**config.mk**
```make
export PLATFORM = sky130hd
export DESIGN_NAME = board_cache_sram_timing
export DESIGN_NICKNAME = d
export VERILOG_FILES = /design/src/hw/cache_timing_pkg.sv /design/src/hw/ssram_clock_gen.sv /design/src/hw/write_pulse_shaper.sv /design/src/hw/board_cache_sram_timing.sv
export VERILOG_INCLUDE_DIRS = /design/src /design/src/hw
export SDC_FILE = /design/constraint.sdc
export NUM_CORES = 1
export LEC_CHECK = 0
export BUFFER_PORTS_ARGS = -buffer_cell sky130_fd_sc_hd__buf_4
export CAP_MARGIN = 20
export CORE_MARGIN = 1.5
export CORE_UTILIZATION = 40
export DETAILED_ROUTE_END_ITERATION = 8
export HOLD_SLACK_MARGIN = 0.06
export PLACE_DENSITY = 0.57
export SLEW_MARGIN = 30
export SYNTH_ARGS = -nofsm -noshare
export SYNTH_HDL_FRONTEND = slang
export SYNTH_HIERARCHICAL = 1
export SYNTH_SLANG_ARGS = --single-unit
```
**constraint.sdc**
```tcl
create_clock -name sys_clk_in -period 6.2 [get_ports sys_clk_in]
set_clock_uncertainty 0.05 [all_clocks]
set_input_delay 0.31 -clock sys_clk_in [delete_from_list [all_inputs] [get_ports sys_clk_in]]
set_output_delay 0.31 -clock sys_clk_in [all_outputs]
set_load 0.05 [all_outputs]
```
**src/hw/cache_timing_defines.svh**
```systemverilog
// constants for the board cache sram timing block
// Operation
// - wave pipelining applies only in 64-byte block mode, never with 32-byte blocks.
// - read latency sets data arrival; new read every latency minus wave cycles.
// - write steps four 16-byte indexes, each held write count, data one cycle later.
// - 9-bit mask selects per cycle whether tag and data write enables assert.
// - access times 4 to 15; 32-byte reads at least 5; index held whole access.
// - write enables last 0 to 9 cycles; mask zero none, all ones nine.
// - ssram clock low when idle, high exactly 2 cycles per access.
// - two identical ssram clock outputs, each with delay setting 0 or 1.
// - private reads pulse the ssram clock with every new index.
// - private writes pulse the ssram clock one cycle after each index.
// - clock sequence of one transaction finishes before the next type starts.
// - flowthrough and latch ssrams supported; no register-register or delayed write.
// - sysclk ratio 3-15, read and write speed 4-15, wave 0-4 accepted.
// - read-to-write gap 1-7, write-to-read gap 0-1, fill offset 1-7.
// - output and write enable active level selectable high or low.
// - cache size 1MB to 64MB, 64 or 32 byte blocks, ecc or parity.
// - read enables assert one cycle after first index, drop when fourth removed.
// - write count from config bits 11:8, read latency from bits 7:4.
`ifndef CACHE_TIMING_DEFINES_SVH
`define CACHE_TIMING_DEFINES_SVH

// =====================================================================
// register indexes
`define REG_TIMING_CONFIG   4'h0
`define REG_CONTROL_SET     4'h1
`define REG_COMMAND         4'h2
`define REG_STATUS          4'h3
`define REG_WDATA0          4'h4
`define REG_RDATA0          4'h8

// =====================================================================
// cache_timing_config fields
`define RD_SPD_FIELD        7:4
`define WR_SPD_FIELD        11:8
`define WE_CTL_FIELD        28:20

// =====================================================================
// cache_control_settings fields
`define WAVE_HI_BIT         31
`define WAVE_LO_FIELD       18:17
`define BLOCK64_BIT         0
`define SYNC_SRAM_BIT       1
`define OE_HIGH_BIT         2
`define WE_HIGH_BIT         3
`define CLKA_DLY_BIT        4
`define CLKB_DLY_BIT        5
`define WR2RD_BIT           6
`define RD2WR_FIELD         9:7
`define FILL_OFS_FIELD      12:10
`define SYSCLK_FIELD        16:13
`define ECC_BIT             19
`define SIZE_FIELD          23:20
`define VICTIM_FLUSH_BIT    26

// =====================================================================
// command and status fields
`define CMD_READ_BIT        0
`define CMD_WRITE_BIT       1
`define CMD_INDEX_FIELD     23:4
`define INDEX_W             20

// =====================================================================
// timing limits in cpu cycles
`define SPD_MIN             4'h4
`define SPD_MIN_32B_READ    4'h5
`define SPD_MAX             4'hf
`define WAVE_MAX            3'h4
`define RATE_MIN            4'h3
`define RD2WR_MIN           3'h1
`define SYSCLK_MIN          4'h3
`define SIZE_MAX            4'h6
`define MASK_BITS           4'h9
`define CLK_HIGH_CYCLES     2'h2
`define LAST_BEAT           2'h3
`define BEATS               3'h4
`define RESET_CONTROL       32'h0400_0001
`define RESET_CONFIG        32'h0060_0f6f

`endif

```
**src/hw/cache_timing_pkg.sv**
```systemverilog
// types shared by the board cache timing block
package cache_timing_pkg;

    typedef enum logic [1:0] {
        ST_IDLE  = 2'b00,
        ST_GAP   = 2'b01,
        ST_READ  = 2'b10,
        ST_WRITE = 2'b11
    } access_state_e;

endpackage : cache_timing_pkg

```
**src/hw/ssram_clock_gen.sv**
```systemverilog
// ssram clock pulse generator with two delayable outputs
`include "cache_timing_defines.svh"
module ssram_clock_gen
    import cache_timing_pkg::*;
(
    input  wire logic       sys_clk_in,
    input  wire logic       rstn_in,
    input  wire logic       pulse_in,
    input  wire logic [1:0] delay_in,
    output logic            ssram_clock_a_out,
    output logic            ssram_clock_b_out
);

    // =================================================================
    // base pulse: high exactly two cycles, low otherwise
    logic [1:0] high_cnt;
    logic       ssram_clock;
    logic [1:0] delayed;
    logic [1:0] clk_q;

    always_ff @(posedge sys_clk_in or negedge rstn_in)
    begin
        if (!rstn_in)
            high_cnt <= 2'h0;
        else if (pulse_in)
            high_cnt <= `CLK_HIGH_CYCLES;
        else if (high_cnt != 2'h0)
            high_cnt <= high_cnt - 2'h1;
    end

    assign ssram_clock = (high_cnt != 2'h0);

    // =================================================================
    // both outputs registered so delay 0 and 1 share one timing path
    genvar g;
    generate
        for (g = 0; g < 2; g++)
        begin : gen_out
            always_ff @(posedge sys_clk_in or negedge rstn_in)
            begin
                if (!rstn_in)
                begin
                    delayed[g] <= 1'b0;
                    clk_q[g]   <= 1'b0;
                end
                else
                begin
                    delayed[g] <= ssram_clock;
                    clk_q[g]   <= delay_in[g] ? delayed[g] : ssram_clock;
                end
            end
        end
    endgenerate

    assign ssram_clock_a_out = clk_q[0];
    assign ssram_clock_b_out = clk_q[1];

endmodule : ssram_clock_gen

```
**src/hw/write_pulse_shaper.sv**
```systemverilog
// per-cycle write enable shaping from the write pulse mask
`include "cache_timing_defines.svh"
module write_pulse_shaper
    import cache_timing_pkg::*;
(
    input  wire logic       sys_clk_in,
    input  wire logic       rstn_in,
    input  wire logic       active_in,
    input  wire logic [3:0] cycle_in,
    input  wire logic [8:0] write_pulse_mask_in,
    input  wire logic       we_high_in,
    output logic            tag_ram_we_out,
    output logic            data_ram_we_out
);

    // =================================================================
    // cycles past the ninth never write; long accesses just idle there
    function automatic logic mask_hit(input logic [8:0] m, input logic [3:0] c);
        mask_hit = (c < `MASK_BITS) ? m[c] : 1'b0;
    endfunction : mask_hit

    logic we_level;

    always_ff @(posedge sys_clk_in or negedge rstn_in)
    begin
        if (!rstn_in)
            we_level <= 1'b0;
        else
            we_level <= active_in && mask_hit(write_pulse_mask_in, cycle_in);
    end

    assign tag_ram_we_out  = we_level ~^ we_high_in;
    assign data_ram_we_out = we_level ~^ we_high_in;

endmodule : write_pulse_shaper

```
**src/hw/board_cache_sram_timing.sv**
```systemverilog
// private read and write timing generator for the board cache srams
//
// Design decisions made here: the register addresses and the address-and-strobe port.
`include "cache_timing_defines.svh"
module board_cache_sram_timing
    import cache_timing_pkg::*;
(
    input  wire logic                  sys_clk_in,
    input  wire logic                  rstn_in,
    input  wire logic [3:0]            addr_in,
    input  wire logic [31:0]           wdata_in,
    input  wire logic                  wr_in,
    input  wire logic                  rd_in,
    output logic      [31:0]           rdata_out,
    output logic      [`INDEX_W-1:0]   index_out,
    output logic      [31:0]           cache_data_out,
    output logic                       cache_data_oe_out,
    input  wire logic [31:0]           cache_data_in,
    output logic                       tag_ram_oe_out,
    output logic                       data_ram_oe_out,
    output logic                       tag_ram_we_out,
    output logic                       data_ram_we_out,
    output logic                       ssram_clock_a_out,
    output logic                       ssram_clock_b_out
);

    // =================================================================
    // software registers
    logic [31:0]         cache_timing_config;
    logic [31:0]         cache_control_settings;
    logic [31:0]         wdata_mem [4];
    logic [31:0]         rdata_mem [4];
    logic [`INDEX_W-1:0] index_base;

    // =================================================================
    // configuration snapshot taken when an access starts
    logic [3:0]  read_latency_cycles;
    logic [3:0]  write_cycle_count;
    logic [3:0]  rate;
    logic [8:0]  write_pulse_mask;
    logic        we_high;
    logic        oe_high;
    logic        sync_mode;
    logic [1:0]  clk_delay;

    // =================================================================
    // sequencing state
    access_state_e state;
    logic [7:0]  time_cnt;
    logic [7:0]  issue_time;
    logic [7:0]  capture_time;
    logic [2:0]  issued;
    logic [2:0]  captured;
    logic [1:0]  beat;
    logic [3:0]  beat_cyc;
    logic [2:0]  gap_cnt;
    logic        last_write;
    logic        pulse;
    logic        config_error;
    logic [31:0] sync_q1;
    logic [31:0] sync_q2;

    // =================================================================
    // decoded configuration, also used for the status error flag
    logic [2:0] wave_subtract_cycles;
    logic [3:0] rd_raw;
    logic [3:0] wr_raw;
    logic [3:0] rd_eff;
    logic [3:0] wr_eff;
    logic [3:0] rate_eff;
    logic       block64;
    logic       cmd_read;
    logic       cmd_write;
    logic       gap_needed;
    logic [2:0] gap_len;

    function automatic logic [3:0] clamp_spd(input logic [3:0] v, input logic [3:0] lo);
        clamp_spd = (v < lo) ? lo : v;
    endfunction : clamp_spd

    assign block64              = cache_control_settings[`BLOCK64_BIT];
    assign wave_subtract_cycles = {cache_control_settings[`WAVE_HI_BIT],
                                   cache_control_settings[`WAVE_LO_FIELD]};
    assign rd_raw = cache_timing_config[`RD_SPD_FIELD];
    assign wr_raw = cache_timing_config[`WR_SPD_FIELD];
    assign rd_eff = clamp_spd(rd_raw, block64 ? `SPD_MIN : `SPD_MIN_32B_READ);
    assign wr_eff = clamp_spd(wr_raw, `SPD_MIN);

    always_comb
    begin
        rate_eff = rd_eff;
        // wave ignored with 32-byte blocks; out of range values fall back to no wave
        if (block64 && wave_subtract_cycles <= `WAVE_MAX)
            rate_eff = rd_eff - {1'b0, wave_subtract_cycles};
        if (rate_eff < `RATE_MIN)
            rate_eff = `RATE_MIN;
    end

    // a clamped setting still runs; the flag only tells software it was bent
    assign config_error =
        (rd_eff - {1'b0, block64 ? wave_subtract_cycles : 3'h0} < `RATE_MIN)
        || (block64 && wave_subtract_cycles > `WAVE_MAX)
        || (rd_raw != rd_eff) || (wr_raw != wr_eff)
        || (cache_control_settings[`RD2WR_FIELD] < `RD2WR_MIN)
        || (cache_control_settings[`SYSCLK_FIELD] < `SYSCLK_MIN)
        || (cache_control_settings[`SIZE_FIELD] > `SIZE_MAX)
        || (cache_control_settings[`SYNC_SRAM_BIT]
            && !cache_control_settings[`VICTIM_FLUSH_BIT]);

    assign cmd_write  = wr_in && addr_in == `REG_COMMAND && wdata_in[`CMD_WRITE_BIT];
    assign cmd_read   = wr_in && addr_in == `REG_COMMAND && wdata_in[`CMD_READ_BIT]
                        && !cmd_write;
    // read-to-write and write-to-read spacing between accesses
    assign gap_needed = last_write ? cache_control_settings[`WR2RD_BIT] && cmd_read
                                   : cmd_write;
    assign gap_len    = last_write ? 3'h1 : cache_control_settings[`RD2WR_FIELD];

    // =================================================================
    // register writes; configuration changes mid-access are safe
    always_ff @(posedge sys_clk_in or negedge rstn_in)
    begin
        if (!rstn_in)
        begin
            cache_timing_config    <= `RESET_CONFIG;
            cache_control_settings <= `RESET_CONTROL;
            index_base             <= '0;
            for (int i = 0; i < 4; i++)
                wdata_mem[i] <= 32'h0;
        end
        else if (wr_in)
        begin
            if (addr_in == `REG_TIMING_CONFIG)
                cache_timing_config <= wdata_in;
            if (addr_in == `REG_CONTROL_SET)
                cache_control_settings <= wdata_in;
            if (addr_in == `REG_COMMAND && state == ST_IDLE)
                index_base <= wdata_in[`CMD_INDEX_FIELD];
            if (addr_in[3:2] == `REG_WDATA0 >> 2)
                wdata_mem[addr_in[1:0]] <= wdata_in;
        end
    end

    // =================================================================
    // read data pins pass two flops before capture
    always_ff @(posedge sys_clk_in or negedge rstn_in)
    begin
        if (!rstn_in)
        begin
            sync_q1 <= 32'h0;
            sync_q2 <= 32'h0;
        end
        else
        begin
            sync_q1 <= cache_data_in;
            sync_q2 <= sync_q1;
        end
    end

    // =================================================================
    // access sequencer
    always_ff @(posedge sys_clk_in or negedge rstn_in)
    begin
        if (!rstn_in)
        begin
            state               <= ST_IDLE;
            time_cnt            <= 8'h0;
            issue_time          <= 8'h0;
            capture_time        <= 8'h0;
            issued              <= 3'h0;
            captured            <= 3'h0;
            beat                <= 2'h0;
            beat_cyc            <= 4'h0;
            gap_cnt             <= 3'h0;
            last_write          <= 1'b0;
            pulse               <= 1'b0;
            read_latency_cycles <= `SPD_MIN;
            write_cycle_count   <= `SPD_MIN;
            rate                <= `SPD_MIN;
            write_pulse_mask    <= 9'h0;
            we_high             <= 1'b1;
            oe_high             <= 1'b1;
            sync_mode           <= 1'b0;
            clk_delay           <= 2'h0;
            index_out           <= '0;
            for (int i = 0; i < 4; i++)
                rdata_mem[i] <= 32'h0;
        end
        else
        begin
            pulse <= 1'b0;
            case (state)
                ST_IDLE, ST_GAP:
                begin
                    if (state == ST_GAP && gap_cnt != 3'h0)
                        gap_cnt <= gap_cnt - 3'h1;
                    else if (state == ST_GAP)
                        state <= ST_IDLE;
                    else if ((cmd_read || cmd_write) && gap_needed && gap_len != 3'h0)
                    begin
                        // command is dropped; software retries after the gap
                        state   <= ST_GAP;
                        gap_cnt <= gap_len - 3'h1;
                        last_write <= cmd_write;
                    end
                    else if (cmd_read || cmd_write)
                    begin
                        read_latency_cycles <= rd_eff;
                        write_cycle_count   <= wr_eff;
                        rate                <= rate_eff;
                        write_pulse_mask    <= cache_timing_config[`WE_CTL_FIELD];
                        we_high             <= cache_control_settings[`WE_HIGH_BIT];
                        oe_high             <= cache_control_settings[`OE_HIGH_BIT];
                        sync_mode           <= cache_control_settings[`SYNC_SRAM_BIT];
                        clk_delay           <= {cache_control_settings[`CLKB_DLY_BIT],
                                                cache_control_settings[`CLKA_DLY_BIT]};
                        index_out    <= {wdata_in[`INDEX_W+3:6], 2'h0};
                        time_cnt     <= 8'h0;
                        issue_time   <= {4'h0, rate_eff};
                        capture_time <= {4'h0, rd_eff};
                        issued       <= 3'h1;
                        captured     <= 3'h0;
                        beat         <= 2'h0;
                        beat_cyc     <= 4'h0;
                        last_write   <= cmd_write;
                        state        <= cmd_write ? ST_WRITE : ST_READ;
                        pulse        <= cmd_read && cache_control_settings[`SYNC_SRAM_BIT];
                    end
                end
                ST_READ:
                begin
                    time_cnt <= time_cnt + 8'h1;
                    if (issued < `BEATS && time_cnt + 8'h1 == issue_time)
                    begin
                        index_out[1:0] <= issued[1:0];
                        issued         <= issued + 3'h1;
                        issue_time     <= issue_time + {4'h0, rate};
                        pulse          <= sync_mode;
                    end
                    if (time_cnt + 8'h1 == capture_time)
                    begin
                        rdata_mem[captured[1:0]] <= sync_q2;
                        captured     <= captured + 3'h1;
                        capture_time <= capture_time + {4'h0, rate};
                        if (captured[1:0] == `LAST_BEAT)
                            state <= ST_IDLE;
                    end
                end
                ST_WRITE:
                begin
                    time_cnt <= time_cnt + 8'h1;
                    pulse    <= sync_mode && beat_cyc == 4'h0;
                    if (beat_cyc == write_cycle_count - 4'h1)
                    begin
                        beat_cyc <= 4'h0;
                        beat     <= beat + 2'h1;
                        if (beat == `LAST_BEAT)
                            state <= ST_IDLE;
                        else
                            index_out[1:0] <= beat + 2'h1;
                    end
                    else
                        beat_cyc <= beat_cyc + 4'h1;
                end
                default:
                    state <= ST_IDLE;
            endcase
        end
    end

    // =================================================================
    // write data follows each index by one cycle and is held to the access end
    always_ff @(posedge sys_clk_in or negedge rstn_in)
    begin
        if (!rstn_in)
        begin
            cache_data_out    <= 32'h0;
            cache_data_oe_out <= 1'b0;
        end
        else
        begin
            cache_data_out    <= wdata_mem[beat];
            cache_data_oe_out <= state == ST_WRITE;
        end
    end

    // =================================================================
    // output enables: one cycle after the first index, off when the last leaves
    logic oe_level;

    assign oe_level        = state == ST_READ && time_cnt != 8'h0;
    assign tag_ram_oe_out  = oe_level ~^ oe_high;
    assign data_ram_oe_out = oe_level ~^ oe_high;

    // =================================================================
    // register read port, data one cycle after the strobe
    always_ff @(posedge sys_clk_in or negedge rstn_in)
    begin
        if (!rstn_in)
            rdata_out <= 32'h0;
        else if (rd_in)
        begin
            case (addr_in)
                `REG_TIMING_CONFIG: rdata_out <= cache_timing_config;
                `REG_CONTROL_SET:   rdata_out <= cache_control_settings;
                `REG_COMMAND:       rdata_out <= {8'h0, index_base, 4'h0};
                `REG_STATUS:        rdata_out <= {20'h0, rate, captured, config_error,
                                                  beat, state};
                `REG_RDATA0, `REG_RDATA0 + 4'h1, `REG_RDATA0 + 4'h2, `REG_RDATA0 + 4'h3:
                    rdata_out <= rdata_mem[addr_in[1:0]];
                default:            rdata_out <= 32'h0;
            endcase
        end
        else
            rdata_out <= 32'h0;
    end

    // =================================================================
    // submodules
    write_pulse_shaper u_shaper (
        .sys_clk_in          (sys_clk_in),
        .rstn_in             (rstn_in),
        .active_in           (state == ST_WRITE),
        .cycle_in            (beat_cyc),
        .write_pulse_mask_in (write_pulse_mask),
        .we_high_in          (we_high),
        .tag_ram_we_out      (tag_ram_we_out),
        .data_ram_we_out     (data_ram_we_out)
    );

    ssram_clock_gen u_clock (
        .sys_clk_in        (sys_clk_in),
        .rstn_in           (rstn_in),
        .pulse_in          (pulse),
        .delay_in          (clk_delay),
        .ssram_clock_a_out (ssram_clock_a_out),
        .ssram_clock_b_out (ssram_clock_b_out)
    );

endmodule : board_cache_sram_timing

```
==> impl_metrics.ini <==
[status]
outcome = completed

[synthesis]
netlist_top_cells_count = sky130_fd_sc_hd__dfrtp_1, sky130_fd_sc_hd__mux2_2, sky130_fd_sc_hd__nand2_1
synth_enable_flop_cells = 0
synth_top_cells_by_area = sky130_fd_sc_hd__dfrtp_1, sky130_fd_sc_hd__mux2_2, sky130_fd_sc_hd__mux4_2
synth_fp_nets = 1802
synth_compound_area_frac = 0.0572
main_combinational_cell_family_by_area_after_synthesis = multiplexers
yosysUniqueCellTypes = 77
cell_count_after_synthesis = 1699
post_synth_xor_area_fraction = 0.0175
netlist.area_leader.share = 0.569
synth.area.mux_share = 0.229
ys_seq_area_frac = 0.588
post_synthesis_average_cell_area_sq_um = 14.0
synth_top_flop_cell = sky130_fd_sc_hd__dfrtp_1
synth_fa_ha_area_frac = 0.0175
synthArstFlopShare = 1.00
ys_ff_latch = 560
syn-cell-area_sq_um = 23900
post-synth-top-count-cell = sky130_fd_sc_hd__dfrtp_1
yosys_warnings = 6
synth_simple_gate_area_frac = 0.0645
yosys.area.top_type = sky130_fd_sc_hd__dfrtp_1

[placement]
place.detailed.hpwl_um = 37500
gp_congestion = 0.822
placement.io_buffers = 162
dp_slack_ps = 2320

[die]
design.die.area_sq_um = 61100
fp.dieW_um = 247
row_count = 89
floorplan.initialDensity = 0.404
chipHeight_um = 247
core_area_sq_um = 59000
number_of_primary_i_o_pins = 163

[clock_network]
cts_setup_buffers = 0
clkTransAtPathRegs_ps = 70
ctsHtreeMaxLevel = 2
clock_tree.buffer_depth = 3
cts_resized = 0
cts_sinks = 560
cts_root_buffer = sky130_fd_sc_hd__clkbuf_16
tritoncts = yes
worstSkewPairLatency_ps = 620
cts_made_buffers = 59

[timing]
max_slew.worst_pin.slew_ps = 1070
grt_setup_unrepaired = false
finalWorstSetupSlack_ps = 2580
final_period_minus_worst_setup_slack_ps = 3620
max_slew_margin = 0.289
part_of_the_cycle_the_worst_path_needs = 0.584
final.setup.tns_ps = 0
hold_violations_final = 0
max_freq_ghz = 0.276
timing.final.max_slew_violations = 0
finalSetupViolCount = 0

[cells_and_area]
number_of_fillers_in_the_final_layout = 5173
fin_nets = 2016
insertedDiodeCount = 0
final_layout_size_suffix_gt1_frac = 0.368
area_growth_syn_to_fin_pct = 19.9

[global_route]
globalRouteTotalUtil = 0.195
grt.overflow.total = 0
first_global_vias = 15100
grt_pass1_wl_um = 91500
pin_count_of_the_biggest_net_entering_global_routing = 164
grt_antenna_before_repair = 1

[worst_setup_path]
critical_path_arrival_ps = 4070
r2r.worst_path.cells = 7
critical_path_cell_count = 7
timing_worst_setup_path_type = flop to flop
critical_path.max_stage_delay_ps = 700
timing.critical_path.slowest_stage_cell = sky130_fd_sc_hd__nand3_4
setup.worst_path.start = time_cnt[0]
critical_path.reg2reg.endpoint = rdata_mem[78]
start_kind = flop
required_ps = 6650
worstPathBufferInverterCount = 0
cp-end-kind = flop
critPathCapture = rdata_mem[78]
cp_cell_sequence = ha_1 -> and3_1 -> and3_4 -> xnor3_1 -> and4_1 -> nand3_4 -> mux2_4
critical_path.top_delay_family = simple AND/OR/NAND/NOR gates
reg2reg_slack_ps = 2580
crit_fanout = 32
r2r-start = time_cnt[0]

[routing]
post_drt_via_cell_ratio = 5.33
routed-via-count = 14600
antenna_violating_nets_post_route = 0
dr.pass1.iters = 7
avgRoutedWirePerCell_um = 21.4
drt-total-wl_um = 58500
drcViolationCount = 0
drtIter0Drc = 900

[power]
power_leakage_nw = 13.3
vdd.ir_drop.worst_v = 0.000337
p_per_area_nw_per_um2 = 390

[job]
drv.max_cap_violation_count = 0

[hold_path]
hp-class = input port to async pin
## stage by stage
step | util | area (sq um) | power (W) | hold WS [ps] | instances
3_3_place_gp | 0.437 | 25800 | 0.00743 | 282 | 2557
4_1_cts | 0.483 | 28500 | 0.0113 | 105 | 2734
6_report | 0.484 | 28600 | 0.0112 | 130 | 2736
2_1_floorplan | - | 23900 | 0.00667 | -35.6 | 1699
5_1_grt | 0.484 | 28600 | 0.0117 | 136 | 2736
3_5_place_dp | 0.438 | 25800 | 0.00753 | 285 | 2557
## worst min path at each step
stage / from / end / slack, ps / cells after the start
after floorplan: rstn_in / beat[0] / -40 / 0
after global placement: sync_q1[6] / sync_q2[6] / 280 / 0
after detailed placement: sync_q1[13] / sync_q2[13] / 280 / 0
after CTS: wr_in / pulse / 100 / 4
after global routing: rstn_in / sync_q1[8] / 140 / 2
final: rstn_in / sync_q1[8] / 130 / 2
## cell usage in the layout, fill, tap and decap left out, types with 27 or more instances in the layout
cell type                       instances
sky130_fd_sc_hd__nand2_1              223
sky130_fd_sc_hd__dfrtp_1              540
sky130_fd_sc_hd__nor2_1                37
sky130_fd_sc_hd__dlygate4sd3_1         66
sky130_fd_sc_hd__buf_4                181
sky130_fd_sc_hd__clkbuf_16             60
sky130_fd_sc_hd__ha_1                  27
sky130_fd_sc_hd__a21oi_1               35
sky130_fd_sc_hd__inv_1                 38
sky130_fd_sc_hd__mux2_4                60
sky130_fd_sc_hd__mux2_2               264
sky130_fd_sc_hd__o21ai_0               38
sky130_fd_sc_hd__mux4_2                64
## worst register-to-register path, stage by stage (launching register included)
cell and delay (ps):
sky130_fd_sc_hd__dfrtp_1 570, sky130_fd_sc_hd__ha_1 280, sky130_fd_sc_hd__and3_1 310, sky130_fd_sc_hd__and3_4 250
sky130_fd_sc_hd__xnor3_1 150, sky130_fd_sc_hd__and4_1 610, sky130_fd_sc_hd__nand3_4 710, sky130_fd_sc_hd__mux2_4 580
## metal layers
layer  GRT usage  vias up  share of wire  wire length (um)
li1            -     6523              -                 -
met1       0.285     7648           0.48             27900
met2       0.305      326           0.47             27300
met3      0.0282       76          0.039              2300
met4      0.0499        2          0.018              1050
met5           0        -        0.00012                 7
## flip-flops by register name (all words and copies together), names as in the netlist, 3 cells and up
| name | count |
|---|---|
| issue_time | 8 |
| cache_data_out | 32 |
| time_cnt | 8 |
| write_cycle_count | 4 |
| write_pulse_mask | 9 |
| cache_control_settings | 32 |
| rate | 4 |
| capture_time | 8 |
| issued | 3 |
| gap_cnt | 3 |
| sync_q2 | 32 |
| beat_cyc | 4 |
| captured | 3 |
| index_base | 20 |
| sync_q1 | 32 |
| rdata_out | 32 |
| cache_timing_config | 32 |
| wdata_mem | 128 |
| index_out | 20 |
| rdata_mem | 128 |
## kinds of logic (layout without fill, tap and decap cells)
group	Yosys count	after routing
simple gates	342	342
buf+inv	137	401
xor+xnor	35	35
flops	560	560
fa+ha+maj	31	31
mux	400	400
compound gates	194	194
## report_power, final
group / switching, W / total, W / internal [W]
Sequential: 0.000549 / 0.00491 / 0.00436
Combinational: 0.00142 / 0.00259 / 0.00116
Clock: 0.00150 / 0.00367 / 0.00217
Total: 0.00347 / 0.0112 / 0.00769
## cell type report
cell class | instances | area [sq um] | area share
clock buffers | 82 | 1690 | 0.0593
clock inverters | 29 | 349 | 0.0122
inverters | 38 | 143 | 0.00499
flip-flops and latches | 560 | 14000 | 0.491
well taps | 773 | 967 | 0.0338
repair buffers | 252 | 2130 | 0.0745
multi-input cells | 1002 | 9270 | 0.324
## what timing repair did
action                                  in CTS  in global routing
hold endpoints to repair                   364                  0
hold buffers                                66                  0
endpoints found under the setup margin       0                  0
Note: power is estimated with default switching activity, not from simulation.
